--- config.mk ---
export PLATFORM = sky130hd
export DESIGN_NAME = aes_bank
export DESIGN_NICKNAME = d
export VERILOG_FILES = /design/src/aes_pkg.sv /design/src/aes_sticky_cell.sv /design/src/aes_bank.sv
export SDC_FILE = /design/constraint.sdc
export NUM_CORES = 1
export LEC_CHECK = 0
export BUFFER_PORTS_ARGS = -buffer_cell sky130_fd_sc_hd__buf_2
export CAP_MARGIN = 20
export CORE_MARGIN = 8
export CORE_UTILIZATION = 42
export CTS_BUF_LIST = sky130_fd_sc_hd__clkbuf_16
export DETAILED_ROUTE_END_ITERATION = 16
export GPL_TIMING_DRIVEN = 0
export PLACE_DENSITY = 0.76
export SETUP_SLACK_MARGIN = 0.3
export SYNTH_ARGS = -nofsm -noshare
export SYNTH_HDL_FRONTEND = slang
export SYNTH_HIERARCHICAL = 1
export SYNTH_SLANG_ARGS = --single-unit
--- constraint.sdc ---
create_clock -name MCLK_I -period 1.4 [get_ports MCLK_I]
set_input_delay 0.07 -clock MCLK_I [delete_from_list [all_inputs] [get_ports MCLK_I]]
set_output_delay 0.07 -clock MCLK_I [all_outputs]
set_load 0.05 [all_outputs]
--- src/aes_pkg.sv ---
// Purpose: shared constants and types for the autoneg expansion status bank
// Assumes: AHB-Lite slave, 32-bit word registers, one clock
// Notes: offsets are byte addresses within the slave's window
package aes_pkg;

   localparam int AES_DATA_W = 32;
   localparam int AES_DEC_W = 8;
   localparam int AES_FLD_W = 8;
   localparam int AES_EXP_W = 16;

   // register byte offsets
   localparam logic [AES_DEC_W-1:0] AES_EXP_STATUS_OFS = 8'h00;
   localparam logic [AES_DEC_W-1:0] AES_GEN_STATUS_OFS = 8'h04;
   localparam logic [AES_DEC_W-1:0] AES_MASK_STATUS_OFS = 8'h08;
   localparam logic [AES_DEC_W-1:0] AES_INT_EN_OFS = 8'h0C;
   localparam logic [AES_DEC_W-1:0] AES_LOR_CFG_OFS = 8'h10;
   localparam logic [AES_DEC_W-1:0] AES_STROBE_CTRL_OFS = 8'h14;

   // expansion status field positions
   localparam int AES_EXP_PARTNER_AN_BIT = 0;
   localparam int AES_EXP_PAGE_RX_BIT = 1;
   localparam int AES_EXP_LOCAL_NEXT_BIT = 2;
   localparam int AES_EXP_PARTNER_NEXT_BIT = 3;
   localparam int AES_EXP_FAULT_BIT = 4;
   localparam logic [AES_EXP_W-1:0] AES_EXP_RESET = 16'h0004;

   // general status: virtual read in low byte, latch-low bits in next byte
   localparam int AES_GEN_VIRT_LSB = 0;
   localparam int AES_GEN_LLSC_LSB = 8;

   // latch cell sense
   localparam logic AES_SENSE_HIGH = 1'b0;
   localparam logic AES_SENSE_LOW = 1'b1;

   // ahb transfer type and response
   localparam logic [1:0] AES_HTRANS_NONSEQ = 2'h2;
   localparam logic AES_HRESP_OKAY = 1'b0;
   localparam logic [AES_DATA_W-1:0] AES_RD_ZERO = 32'h00000000;
   localparam logic [AES_FLD_W-1:0] AES_FLD_ZERO = 8'h00;

   // captured address phase
   typedef struct packed {
      logic valid;
      logic write;
      logic [AES_DEC_W-1:0] addr;
   } aes_aphase_t;

   // registered hardware status of the expansion register
   typedef struct packed {
      logic partner_next_page_able;
      logic local_next_page_able;
      logic partner_autoneg_able;
   } aes_exp_ro_t;

endpackage : aes_pkg

--- src/aes_sticky_cell.sv ---
// Purpose: vector of latching status bits, high or low sensitive
// Assumes: clear is a one-cycle request per bit
// Notes: a set in the clearing cycle wins, so no event is lost
`timescale 1ns/1ps
module aes_sticky_cell
   import aes_pkg::*;
#(
   parameter int W = 1,
   parameter logic SENSE = AES_SENSE_HIGH
) (
   input wire logic clk_i,
   input wire logic rst_i,
   input wire logic [W-1:0] src_i,
   input wire logic [W-1:0] clr_i,
   output logic [W-1:0] q_o
);

   logic [W-1:0] q_reg;
   logic [W-1:0] q_next;
   wire logic [W-1:0] set_w = (SENSE == AES_SENSE_LOW) ? ~src_i : src_i;

   // set wins over clear
   assign q_next = set_w | (q_reg & ~clr_i);
   assign q_o = q_reg;

   always_ff @(posedge clk_i) begin
      if (rst_i) begin
         q_reg <= '0;
      end else begin
         q_reg <= q_next;
      end
   end

endmodule : aes_sticky_cell

--- src/aes_bank.sv ---
// Purpose: autoneg expansion status register and generic field primitives on AHB-Lite
// Assumes: single clock, synchronous active-high reset, word accesses only
// Notes: zero wait state slave; reads commit clear-on-read at the address phase
`timescale 1ns/1ps
module aes_bank
   import aes_pkg::*;
(
   input wire logic MCLK_I,
   input wire logic SYS_RST_I,
   // ahb-lite slave
   input wire logic HSEL_I,
   input wire logic [AES_DATA_W-1:0] HADDR_I,
   input wire logic [1:0] HTRANS_I,
   input wire logic HWRITE_I,
   input wire logic [2:0] HSIZE_I,
   input wire logic [AES_DATA_W-1:0] HWDATA_I,
   input wire logic HREADY_I,
   output logic HREADYOUT_O,
   output logic [AES_DATA_W-1:0] HRDATA_O,
   output logic HRESP_O,
   // autoneg status sources
   input wire logic PARALLEL_DETECT_FAULT_I,
   input wire logic PAGE_RECEIVED_I,
   input wire logic PARTNER_NEXT_PAGE_ABLE_I,
   input wire logic LOCAL_NEXT_PAGE_ABLE_I,
   input wire logic PARTNER_AUTONEG_ABLE_I,
   // generic field sources
   input wire logic [AES_FLD_W-1:0] VIRTUAL_READ_FIELD_I,
   input wire logic [AES_FLD_W-1:0] LATCH_LOW_SRC_I,
   input wire logic [AES_FLD_W-1:0] MASK_SRC_I,
   input wire logic [AES_FLD_W-1:0] STRAP_I,
   // hardware controls
   output logic [AES_FLD_W-1:0] LOR_CFG_O,
   output logic [AES_FLD_W-1:0] STROBE_O,
   output logic EVENT_REQ_O
);

   ////////////////////////////////////////////////////////////////////////////
   // bus address phase

   aes_aphase_t dphase_reg;
   aes_aphase_t dphase_next;
   logic [AES_DATA_W-1:0] hrdata_reg;
   logic [AES_DATA_W-1:0] hrdata_next;
   logic hreadyout_reg;
   logic hresp_reg;

   wire logic take_w = HSEL_I & HREADY_I & (HTRANS_I == AES_HTRANS_NONSEQ);
   wire logic [AES_DEC_W-1:0] a_addr_w = HADDR_I[AES_DEC_W-1:0];
   wire logic rd_take_w = take_w & ~HWRITE_I;

   // hsize unused: only whole-word transfers are issued to this slave
   assign dphase_next.valid = take_w;
   assign dphase_next.write = HWRITE_I;
   assign dphase_next.addr = a_addr_w;

   // read decode on the address phase
   wire logic rd_exp_w = rd_take_w & (a_addr_w == AES_EXP_STATUS_OFS);
   wire logic rd_gen_w = rd_take_w & (a_addr_w == AES_GEN_STATUS_OFS);

   // write decode on the data phase
   wire logic wr_w = dphase_reg.valid & dphase_reg.write;
   wire logic wr_mask_w = wr_w & (dphase_reg.addr == AES_MASK_STATUS_OFS);
   wire logic wr_int_en_w = wr_w & (dphase_reg.addr == AES_INT_EN_OFS);
   wire logic wr_lor_w = wr_w & (dphase_reg.addr == AES_LOR_CFG_OFS);
   wire logic wr_strobe_w = wr_w & (dphase_reg.addr == AES_STROBE_CTRL_OFS);
   wire logic [AES_FLD_W-1:0] wfld_w = HWDATA_I[AES_FLD_W-1:0];

   ////////////////////////////////////////////////////////////////////////////
   // expansion status register

   aes_exp_ro_t exp_ro_reg;
   aes_exp_ro_t exp_ro_next;
   logic [1:0] exp_lh_w;
   logic [AES_EXP_W-1:0] exp_value_w;

   // plain read-only bits go through one register stage
   assign exp_ro_next.partner_next_page_able = PARTNER_NEXT_PAGE_ABLE_I;
   assign exp_ro_next.local_next_page_able = LOCAL_NEXT_PAGE_ABLE_I;
   assign exp_ro_next.partner_autoneg_able = PARTNER_AUTONEG_ABLE_I;

   // bit 1 of the cell is fault, bit 0 page received; a read clears both
   aes_sticky_cell #(
      .W(2),
      .SENSE(AES_SENSE_HIGH)
   ) u_exp_lh (
      .clk_i(MCLK_I),
      .rst_i(SYS_RST_I),
      .src_i({PARALLEL_DETECT_FAULT_I, PAGE_RECEIVED_I}),
      .clr_i({2{rd_exp_w}}),
      .q_o(exp_lh_w)
   );

   // reserved bits tie to zero, no write path exists for this word
   always_comb begin
      exp_value_w = '0;
      exp_value_w[AES_EXP_FAULT_BIT] = exp_lh_w[1];
      exp_value_w[AES_EXP_PARTNER_NEXT_BIT] = exp_ro_reg.partner_next_page_able;
      exp_value_w[AES_EXP_LOCAL_NEXT_BIT] = exp_ro_reg.local_next_page_able;
      exp_value_w[AES_EXP_PAGE_RX_BIT] = exp_lh_w[0];
      exp_value_w[AES_EXP_PARTNER_AN_BIT] = exp_ro_reg.partner_autoneg_able;
   end

   ////////////////////////////////////////////////////////////////////////////
   // generic field primitives

   logic [AES_FLD_W-1:0] llsc_w;
   logic [AES_FLD_W-1:0] lhmk_w;
   logic [AES_FLD_W-1:0] int_en_reg;
   logic [AES_FLD_W-1:0] int_en_next;
   logic [AES_FLD_W-1:0] lor_reg;
   logic [AES_FLD_W-1:0] lor_next;
   logic lor_loaded_reg;
   logic [AES_FLD_W-1:0] strobe_reg;
   logic [AES_FLD_W-1:0] strobe_next;
   logic event_req_reg;
   logic event_req_next;

   // latch on low source level, cleared by reading the general status word
   aes_sticky_cell #(
      .W(AES_FLD_W),
      .SENSE(AES_SENSE_LOW)
   ) u_llsc (
      .clk_i(MCLK_I),
      .rst_i(SYS_RST_I),
      .src_i(LATCH_LOW_SRC_I),
      .clr_i({AES_FLD_W{rd_gen_w}}),
      .q_o(llsc_w)
   );

   // latch on high source level, cleared per bit by a written one
   aes_sticky_cell #(
      .W(AES_FLD_W),
      .SENSE(AES_SENSE_HIGH)
   ) u_lhmk (
      .clk_i(MCLK_I),
      .rst_i(SYS_RST_I),
      .src_i(MASK_SRC_I),
      .clr_i(wr_mask_w ? wfld_w : AES_FLD_ZERO),
      .q_o(lhmk_w)
   );

   assign int_en_next = wr_int_en_w ? wfld_w : int_en_reg;

   // strap capture on the first edge after reset, plain read/write after
   assign lor_next = !lor_loaded_reg ? STRAP_I : (wr_lor_w ? wfld_w : lor_reg);

   // one-cycle strobe; hardware drops it again on the next edge
   assign strobe_next = wr_strobe_w ? wfld_w : AES_FLD_ZERO;

   // enabled mask-clearing sources raise the event request
   assign event_req_next = |(lhmk_w & int_en_reg);

   ////////////////////////////////////////////////////////////////////////////
   // read data mux

   wire logic [AES_DATA_W-1:0] rd_exp_val_w = {{(AES_DATA_W - AES_EXP_W){1'b0}}, exp_value_w};
   logic [AES_DATA_W-1:0] rd_gen_val_w;
   wire logic [AES_DATA_W-1:0] rd_mask_val_w = {{(AES_DATA_W - AES_FLD_W){1'b0}}, lhmk_w};
   wire logic [AES_DATA_W-1:0] rd_int_en_val_w = {{(AES_DATA_W - AES_FLD_W){1'b0}}, int_en_reg};
   wire logic [AES_DATA_W-1:0] rd_lor_val_w = {{(AES_DATA_W - AES_FLD_W){1'b0}}, lor_reg};
   wire logic [AES_DATA_W-1:0] rd_strobe_val_w = {{(AES_DATA_W - AES_FLD_W){1'b0}}, strobe_reg};

   always_comb begin
      rd_gen_val_w = AES_RD_ZERO;
      // virtual field: input wired straight in, no storage stage
      rd_gen_val_w[AES_GEN_VIRT_LSB +: AES_FLD_W] = VIRTUAL_READ_FIELD_I;
      rd_gen_val_w[AES_GEN_LLSC_LSB +: AES_FLD_W] = llsc_w;
   end

   // unmapped addresses read zero with an okay response
   assign hrdata_next =
      !rd_take_w ? hrdata_reg :
      (a_addr_w == AES_EXP_STATUS_OFS) ? rd_exp_val_w :
      (a_addr_w == AES_GEN_STATUS_OFS) ? rd_gen_val_w :
      (a_addr_w == AES_MASK_STATUS_OFS) ? rd_mask_val_w :
      (a_addr_w == AES_INT_EN_OFS) ? rd_int_en_val_w :
      (a_addr_w == AES_LOR_CFG_OFS) ? rd_lor_val_w :
      (a_addr_w == AES_STROBE_CTRL_OFS) ? rd_strobe_val_w :
      AES_RD_ZERO;

   ////////////////////////////////////////////////////////////////////////////
   // registers

   always_ff @(posedge MCLK_I) begin
      if (SYS_RST_I) begin
         dphase_reg <= '0;
         hrdata_reg <= AES_RD_ZERO;
         hreadyout_reg <= 1'b0;
         hresp_reg <= AES_HRESP_OKAY;
      end else begin
         dphase_reg <= dphase_next;
         hrdata_reg <= hrdata_next;
         hreadyout_reg <= 1'b1;
         hresp_reg <= AES_HRESP_OKAY;
      end
   end

   // local next-page bit resets to one so the word reads 0004
   always_ff @(posedge MCLK_I) begin
      if (SYS_RST_I) begin
         exp_ro_reg <= '0;
         exp_ro_reg.local_next_page_able <= AES_EXP_RESET[AES_EXP_LOCAL_NEXT_BIT];
      end else begin
         exp_ro_reg <= exp_ro_next;
      end
   end

   always_ff @(posedge MCLK_I) begin
      if (SYS_RST_I) begin
         int_en_reg <= AES_FLD_ZERO;
         strobe_reg <= AES_FLD_ZERO;
         event_req_reg <= 1'b0;
      end else begin
         int_en_reg <= int_en_next;
         strobe_reg <= strobe_next;
         event_req_reg <= event_req_next;
      end
   end

   // reset loads a constant; the strap is sampled only after release
   always_ff @(posedge MCLK_I) begin
      if (SYS_RST_I) begin
         lor_reg <= AES_FLD_ZERO;
         lor_loaded_reg <= 1'b0;
      end else begin
         lor_reg <= lor_next;
         lor_loaded_reg <= 1'b1;
      end
   end

   ////////////////////////////////////////////////////////////////////////////
   // outputs

   assign HREADYOUT_O = hreadyout_reg;
   assign HRDATA_O = hrdata_reg;
   assign HRESP_O = hresp_reg;
   assign LOR_CFG_O = lor_reg;
   assign STROBE_O = strobe_reg;
   assign EVENT_REQ_O = event_req_reg;

endmodule : aes_bank

==> impl_results.md, run 1 <==
- Antenna violations before repair: 0
- Share of post-route cells with drive strength above 1: 0.446
- Reg area: 1480 um^2
- First-pass GRT wire length: ~16,000 um
- Clk_lat worst skew: 0.33 ns
- Post-synthesis simple-gate area fraction: 0.275
- Number of enable flip-flop cells after synthesis: 0
- Max Cap Viol: 0
- Die width: about 110 um
- # DRC: 0
- WS Path Type: flop to flop
- Sequential fraction of the synthesis area: 0.422
- Hold Crit Class: input port to flop
- Antenna-violating nets left: 0
- Yosys top cell area share: 0.422
- Synth warn: 6
- Drt total wl: 10,200 um
- Num Clock Sinks: 73
- Crit path max fanout: 8
- Status: finished with violations
- Total GRT Usage: 0.181
- Adder and majority gate portion of the synthesized area: 0
- Initial Util: 0.428
- Crit path capture type: flop
- Crit path time final: 1.57 ns
- ANT cells: 0
- Post-route clock period utilization: 1.12
- Final nets: between 600 and 700
- Global route overflow: 0
- Clk slew on worst S/H paths: 0.06 ns
- 1st-pass router iterations: 4
- Post-route core utilization: 0.620
- Post-Synth XOR/XNOR Area: 0
- Power, Total: approximately 5.4 mW
- Sw frac: 0.262
- Row cnt: 33
- CTS tree: yes
- Clock share of power: 0.436
- Largest family of logic cells by synthesized area: simple AND/OR/NAND/NOR gates
- P_leak: around 2.3 nW
- CTS Buf Count: 9
- Synthesis-stage register bit count: between 70 and 80
- Clk_skew: 0.00847 ns
- Crit start category: flop
- Num ports: 162
- Initial DRC Count: about 130
- Power share of the combinational group: 0.149
- Most common cell after layout, fill and taps aside: buf_2
- Failing checks: setup timing
- Core area: 8090 um^2
- Vias in the first global route: 3,245
- Asr flop ratio synth: 0
- IO Port Bufs: 93
- Fin. Hold Viols: 0
- Synth Area in Compound Gates: 0.165
- Final GP Congestion: between 0.9 and 1
- Largest net degree at the start of global routing: 13
- CTS root buffer: clkbuf_16
- Die Ht: 107 um
- Vias per cell: ~5
- Layout Area Growth over Synthesis: 44.7%
- Hpwl dp: 7370 um
- CP Data Arrival Time: 1.80 ns
- Final Max Slew Viols: 0
- Distinct cells, synth: 48
- Pwr/cell area: 1070 nW/um^2
- Htree depth: 3
- R2r setup slk: -0.17 ns
- Netlist Area Pre-Place: 3470 um^2
- Switching Power: 1.41 mW
- Final worst slack: -0.168 ns
- Most frequent cells in the layout: 94 x buf_2, 62 x dfxtp_1, 29 x nor2b_1
- Max Clk Rate: 638 MHz
- Design area: between 5000 and 6000 um^2
- Internal power: 3.96 mW
- Fillers: 711
- Via Count: 3,080
- Worst Tran Pin Value: approximately 0.54 ns
- DIE AREA: about 11,000 um^2
- WP data required: roughly 1.6 ns
- WL/cell: 16.5 um
- Mapped Cells: between 300 and 400
- Top cell type by total area after synthesis: dfxtp_1
- CTS max path bufs: 2
- Placed inst area: approximately 4200 um^2
- Peak VDD IR: approximately 0.66 mV
- Largest register FFs: 16
- Multi-input gate area: 1910 um^2
- Final setup viols: 32
- Synth area leaders: dfxtp_1 42%, nand2b_4 6.4%, mux2i_1 5.8%, nor2b_1 5.2%, a21oi_2 4.0%
- Ys flop type: dfxtp_1
- Mux cell area share after synthesis: 0.0577
- Syn Area/Cell: 9.93 um^2
- Slew margin rel.: 0.637
- Sequential share of power: 0.415
- Unrepaired setup endpoints after global routing: yes
## metal layers
metal	track usage	part of all wire
met1	0.205	0.42
met2	0.306	0.49
met3	0.0654	0.073
met4	0.0633	0.021
met5	0	0
## cell type report
class	count	share of cell area
flip-flops and latches	73	0.295
repair buffers	133	0.175
plain buffers	34	0.0504
clock buffers	10	0.0499
clock inverters	6	0.0115
inverters	15	0.0112
multi-input cells	243	0.381
well taps	105	0.0262
## critical path, stage by stage, from the launching register on
cell	delay, ns
dfxtp_1	0.31
and3b_1	0.36
nand2_2	0.12
nor3b_4	0.23
buf_12	0.15
and2_4	0.13
nand2b_4	0.11
a21oi_2	0.04
## cells in the mapped netlist, types with 2 or more instances
master and count:
buf_2 6, o2111ai_1 4, and2_1 17, o22ai_1 5, a32oi_1 5, nor3_1 4
buf_4 17, a22o_1 8, and3_1 2, nand2_1 9, nor3b_1 2, a211oi_1 9
inv_1 15, a21oi_1 6, mux2i_1 20, nor2_1 25, a21oi_2 16, clkbuf_1 8
o21ai_0 10, nand2b_1 7, nor2b_1 29, buf_6 3, a22oi_1 4, nor4_4 2
nand3_1 6, nand2b_4 16, dfxtp_1 73
## what timing repair did
| item | 4_1_cts | 5_1_grt |
|---|---|---|
| hold endpoints to repair | 24 | 0 |
| buffers inserted | 9 | 6 |
| setup endpoints to repair | 58 | 59 |
| pin swaps | 10 | 11 |
| gates resized for setup | 17 | 22 |
| hold buffers | 24 | 0 |
| gates cloned | 1 | 0 |
## through the flow
stage	std cells	hold WS (ns)	worst slack [ns]	setup TNS [ns]
after global placement	563	0.245	-0.236	-6.23
after detailed placement	563	0.249	-0.326	-7.90
final	619	0.00759	-0.168	-3.16
after floorplan	365	0.139	-0.00703	-0.0559
after CTS	613	0.00274	-0.177	-3.19
after global routing	619	0.0128	-0.246	-5.62
## power groups by stage
stage / logic (mW) / clock network [mW] / registers (mW)
after floorplan: 0.420 / 0 / 2.32
after global placement: 0.676 / 0 / 2.27
after detailed placement: 0.687 / 0 / 2.27
after CTS: 0.772 / 2.37 / 2.23
after global routing: 0.853 / 2.46 / 2.24
final: 0.802 / 2.34 / 2.23
## worst paths after layout
| kind | from | to | depth (start not counted) |
|---|---|---|---|
| setup / recovery | dphase_reg[1]$_SDFF_PP0_ | u_lhmk/q_o[7]$_SDFF_PP0_ | 7 |
| hold / removal | HWDATA_I[6] | STROBE_O[6]$_SDFF_PP0_ | 2 |
| setup reg to reg | dphase_reg[1]$_SDFF_PP0_ | u_lhmk/q_o[7]$_SDFF_PP0_ | 7 |
| hold reg to reg | HRDATA_O[7]$_SDFFE_PP0P_ | HRDATA_O[7]$_SDFFE_PP0P_ | 2 |
## cell families after synthesis
kind of cell	Yosys count
muxes	20
DFF	73
buffers and inverters	49
other	1
AOI/OAI and AO/OA	75
and+or+nand+nor	131
(Power assumes the default switching activity.)
==> run 2: changes to the inputs <==
HOLD_SLACK_MARGIN = 0.08   (was unset)
==> run 2 against run 1 <==
  * The run still ends with setup timing left
  * Maximum frequency shrank 0.14%
  * Global-route usage grew 0.30 points
  * Combinational power grew 3.9%
  * Count of clock-buffer cells in the layout is the same
  * Utilization grew 1.6 points
  * Setup slack lost 0.0023 ns
  * First-iteration DRC count shrank 3.7%
  * Clock skew shrank 0.00094 ns
  * Clock power is essentially flat
  * Wire length grew 2.0%
  * Total power grew 0.56%
  * Worst hold slack gained 0.10 ns
  * Largest cell class unchanged
  * Largest power group unchanged
==> impl_results.md, run 2 (synthesized netlist as in run 1, its figures left out) <==
- Status: finished with violations
- Failing checks: setup timing
- Drt total wl: 10,400 um
- Fin. Hold Viols: 0
- Die width: 107 um
- Slew margin rel.: 0.635
- CP max stage cell: nor4_4
- CTS tree: yes
- Final GP Congestion: 0.910
- Placed inst area: 4190 um^2
- Initial DRC Count: 129
- Fillers: 690
- Antenna-violating nets left: 0
- Post-route clock period utilization: 1.12
- Peak VDD IR: 0.661 mV
- CTS Buf Count: 9
- Final setup viols: 32
- Reg area: 1480 um^2
- CTS root buffer: clkbuf_16
- Crit start category: flop
- WL/cell: 16.5 um
- Via Count: 3,145
- Num Clock Sinks: 73
- Largest register FFs: 16
- Final Max Slew Viols: 0
- P_leak: 2.37 nW
- Final worst slack: -0.170 ns
- CP Data Arrival Time: 1.80 ns
- Share of post-route cells with drive strength above 1: 0.435
- Clk slew on worst S/H paths: 0.06 ns
- Worst Tran Pin Value: 0.546 ns
- Hpwl dp: about 7400 um
- Cells along the critical path: nor4_4 > nand2_2 > nor3b_4 > buf_12 > and2_4 > nand2b_4 > a21oi_2
- Cells after DPL: 563
- Slowest Stage Delay on Critical Path: 0.36 ns
- First-pass GRT wire length: 16,500 um
- Layout Area Growth over Synthesis: 48.4%
- Design area: around 5100 um^2
- DIE AREA: 11,400 um^2
- Vias per cell: between 4 and 5
- Antenna violations before repair: 0
- 1st-pass router iterations: 5
- Total GRT Usage: 0.184
- WS Path Type: flop to flop
- IO Port Bufs: just over 90
- Max Clk Rate: 637 MHz
- Max Cap Viol: 0
- Crit path time final: 1.57 ns
- WP buf/inv: 1
- Setup Slack @ Placement: -0.326 ns
- Multi-input gate area: 1910 um^2
- Initial Util: 0.428
- Hold Crit Class: input port to flop
- Row cnt: 33
- Crit path capture type: flop
- Most common cell after layout, fill and taps aside: buf_2
- Core area: 8090 um^2
- # DRC: 0
- WP data required: 1.63 ns
- Final nets: 633
- ANT cells: 0
- Most frequent cells in the layout: 94 x buf_2, 62 x dfxtp_1, 37 x dlygate4sd3_1
- Final Non-Filler Cells: 632
- CP top delay family: simple AND/OR/NAND/NOR gates
- CTS max path bufs: 2
- Vias in the first global route: 3,250
- Num ports: 162
- Clk_lat worst skew: 0.33 ns
- Unrepaired setup endpoints after global routing: yes
- Clk_skew: 0.00753 ns
- Largest net degree at the start of global routing: 13
- Htree depth: 3
- Die Ht: around 110 um
- Global route overflow: 0
- Crit path max fanout: 8
- Pwr/cell area: 1050 nW/um^2
-- run 2: cell types whose count changed in the layout (fill, tap and decap cells not counted) --
cell and delta:
dlygate4sd3_1 +13, o21ai_0 -1, o21ai_1 +1
-- run 2: worst register-to-register path: cells and delay by family, from the launching register on --
kind	cells	cell delay, ns
AO/OA/AOI/OAI	1	0.04
buffers and inverters	1	0.15
flip-flops	1	0.32
AND/OR/NAND/NOR	5	0.96
-- run 2: layout make-up --
class	instances	share of cell area
multi-input combinational	243	0.372
sequential	73	0.287
timing repair buffer	146	0.196
buffer	34	0.0491
clock buffer	10	0.0486
tap	105	0.0255
clock inverter	6	0.0112
inverter	15	0.0109
-- run 2: repair_timing --
item / 4_1_cts / 5_1_grt
endpoints found under the hold margin: 45 / 0
hold buffers: 37 / 0
pin swaps: 10 / 11
gates resized for setup: 17 / 23
cloned: 1 / 0
buffers inserted: 9 / 6
setup endpoints to repair: 58 / 59
-- run 2: where the power goes --
part / switching, mW / internal (mW)
logic: 0.472 / 0.361
registers: 0.0719 / 2.16
clock network: 0.869 / 1.47
-- run 2: metal layers --
layer / vias up / global-route usage / part of all wire
li1: 1530 / - / -
met1: 1473 / 0.212 / 0.41
met3: 18 / 0.0648 / 0.085
met5: - / 0 / 0
met4: 0 / 0.0543 / 0.016
met2: 124 / 0.313 / 0.49
-- run 2: final timing paths --
check                                start                  endpoint  slack (ns)  cells past startpoint
hold reg to reg   HRDATA_O[7]$_SDFFE_PP0P_  HRDATA_O[7]$_SDFFE_PP0P_        0.47                      2
hold / removal                    HWRITE_I  dphase_reg[8]$_SDFF_PP0_        0.11                      2
setup reg to reg  dphase_reg[6]$_SDFF_PP0_  u_lhmk/q_o[7]$_SDFF_PP0_       -0.17                      7
setup / recovery  dphase_reg[6]$_SDFF_PP0_  u_lhmk/q_o[7]$_SDFF_PP0_       -0.17                      7
-- run 2: stage by stage --
stage               hold slack, ns   util  TNS (ns)  power, mW
floorplan                    0.139      -   -0.0559       2.74
global placement             0.245  0.517     -6.23       2.94
detailed placement           0.249  0.517     -7.90       2.96
CTS                         0.0877  0.623     -3.19       5.40
global route                 0.103  0.636     -6.01       5.57
finish                       0.108  0.636     -3.49       5.40
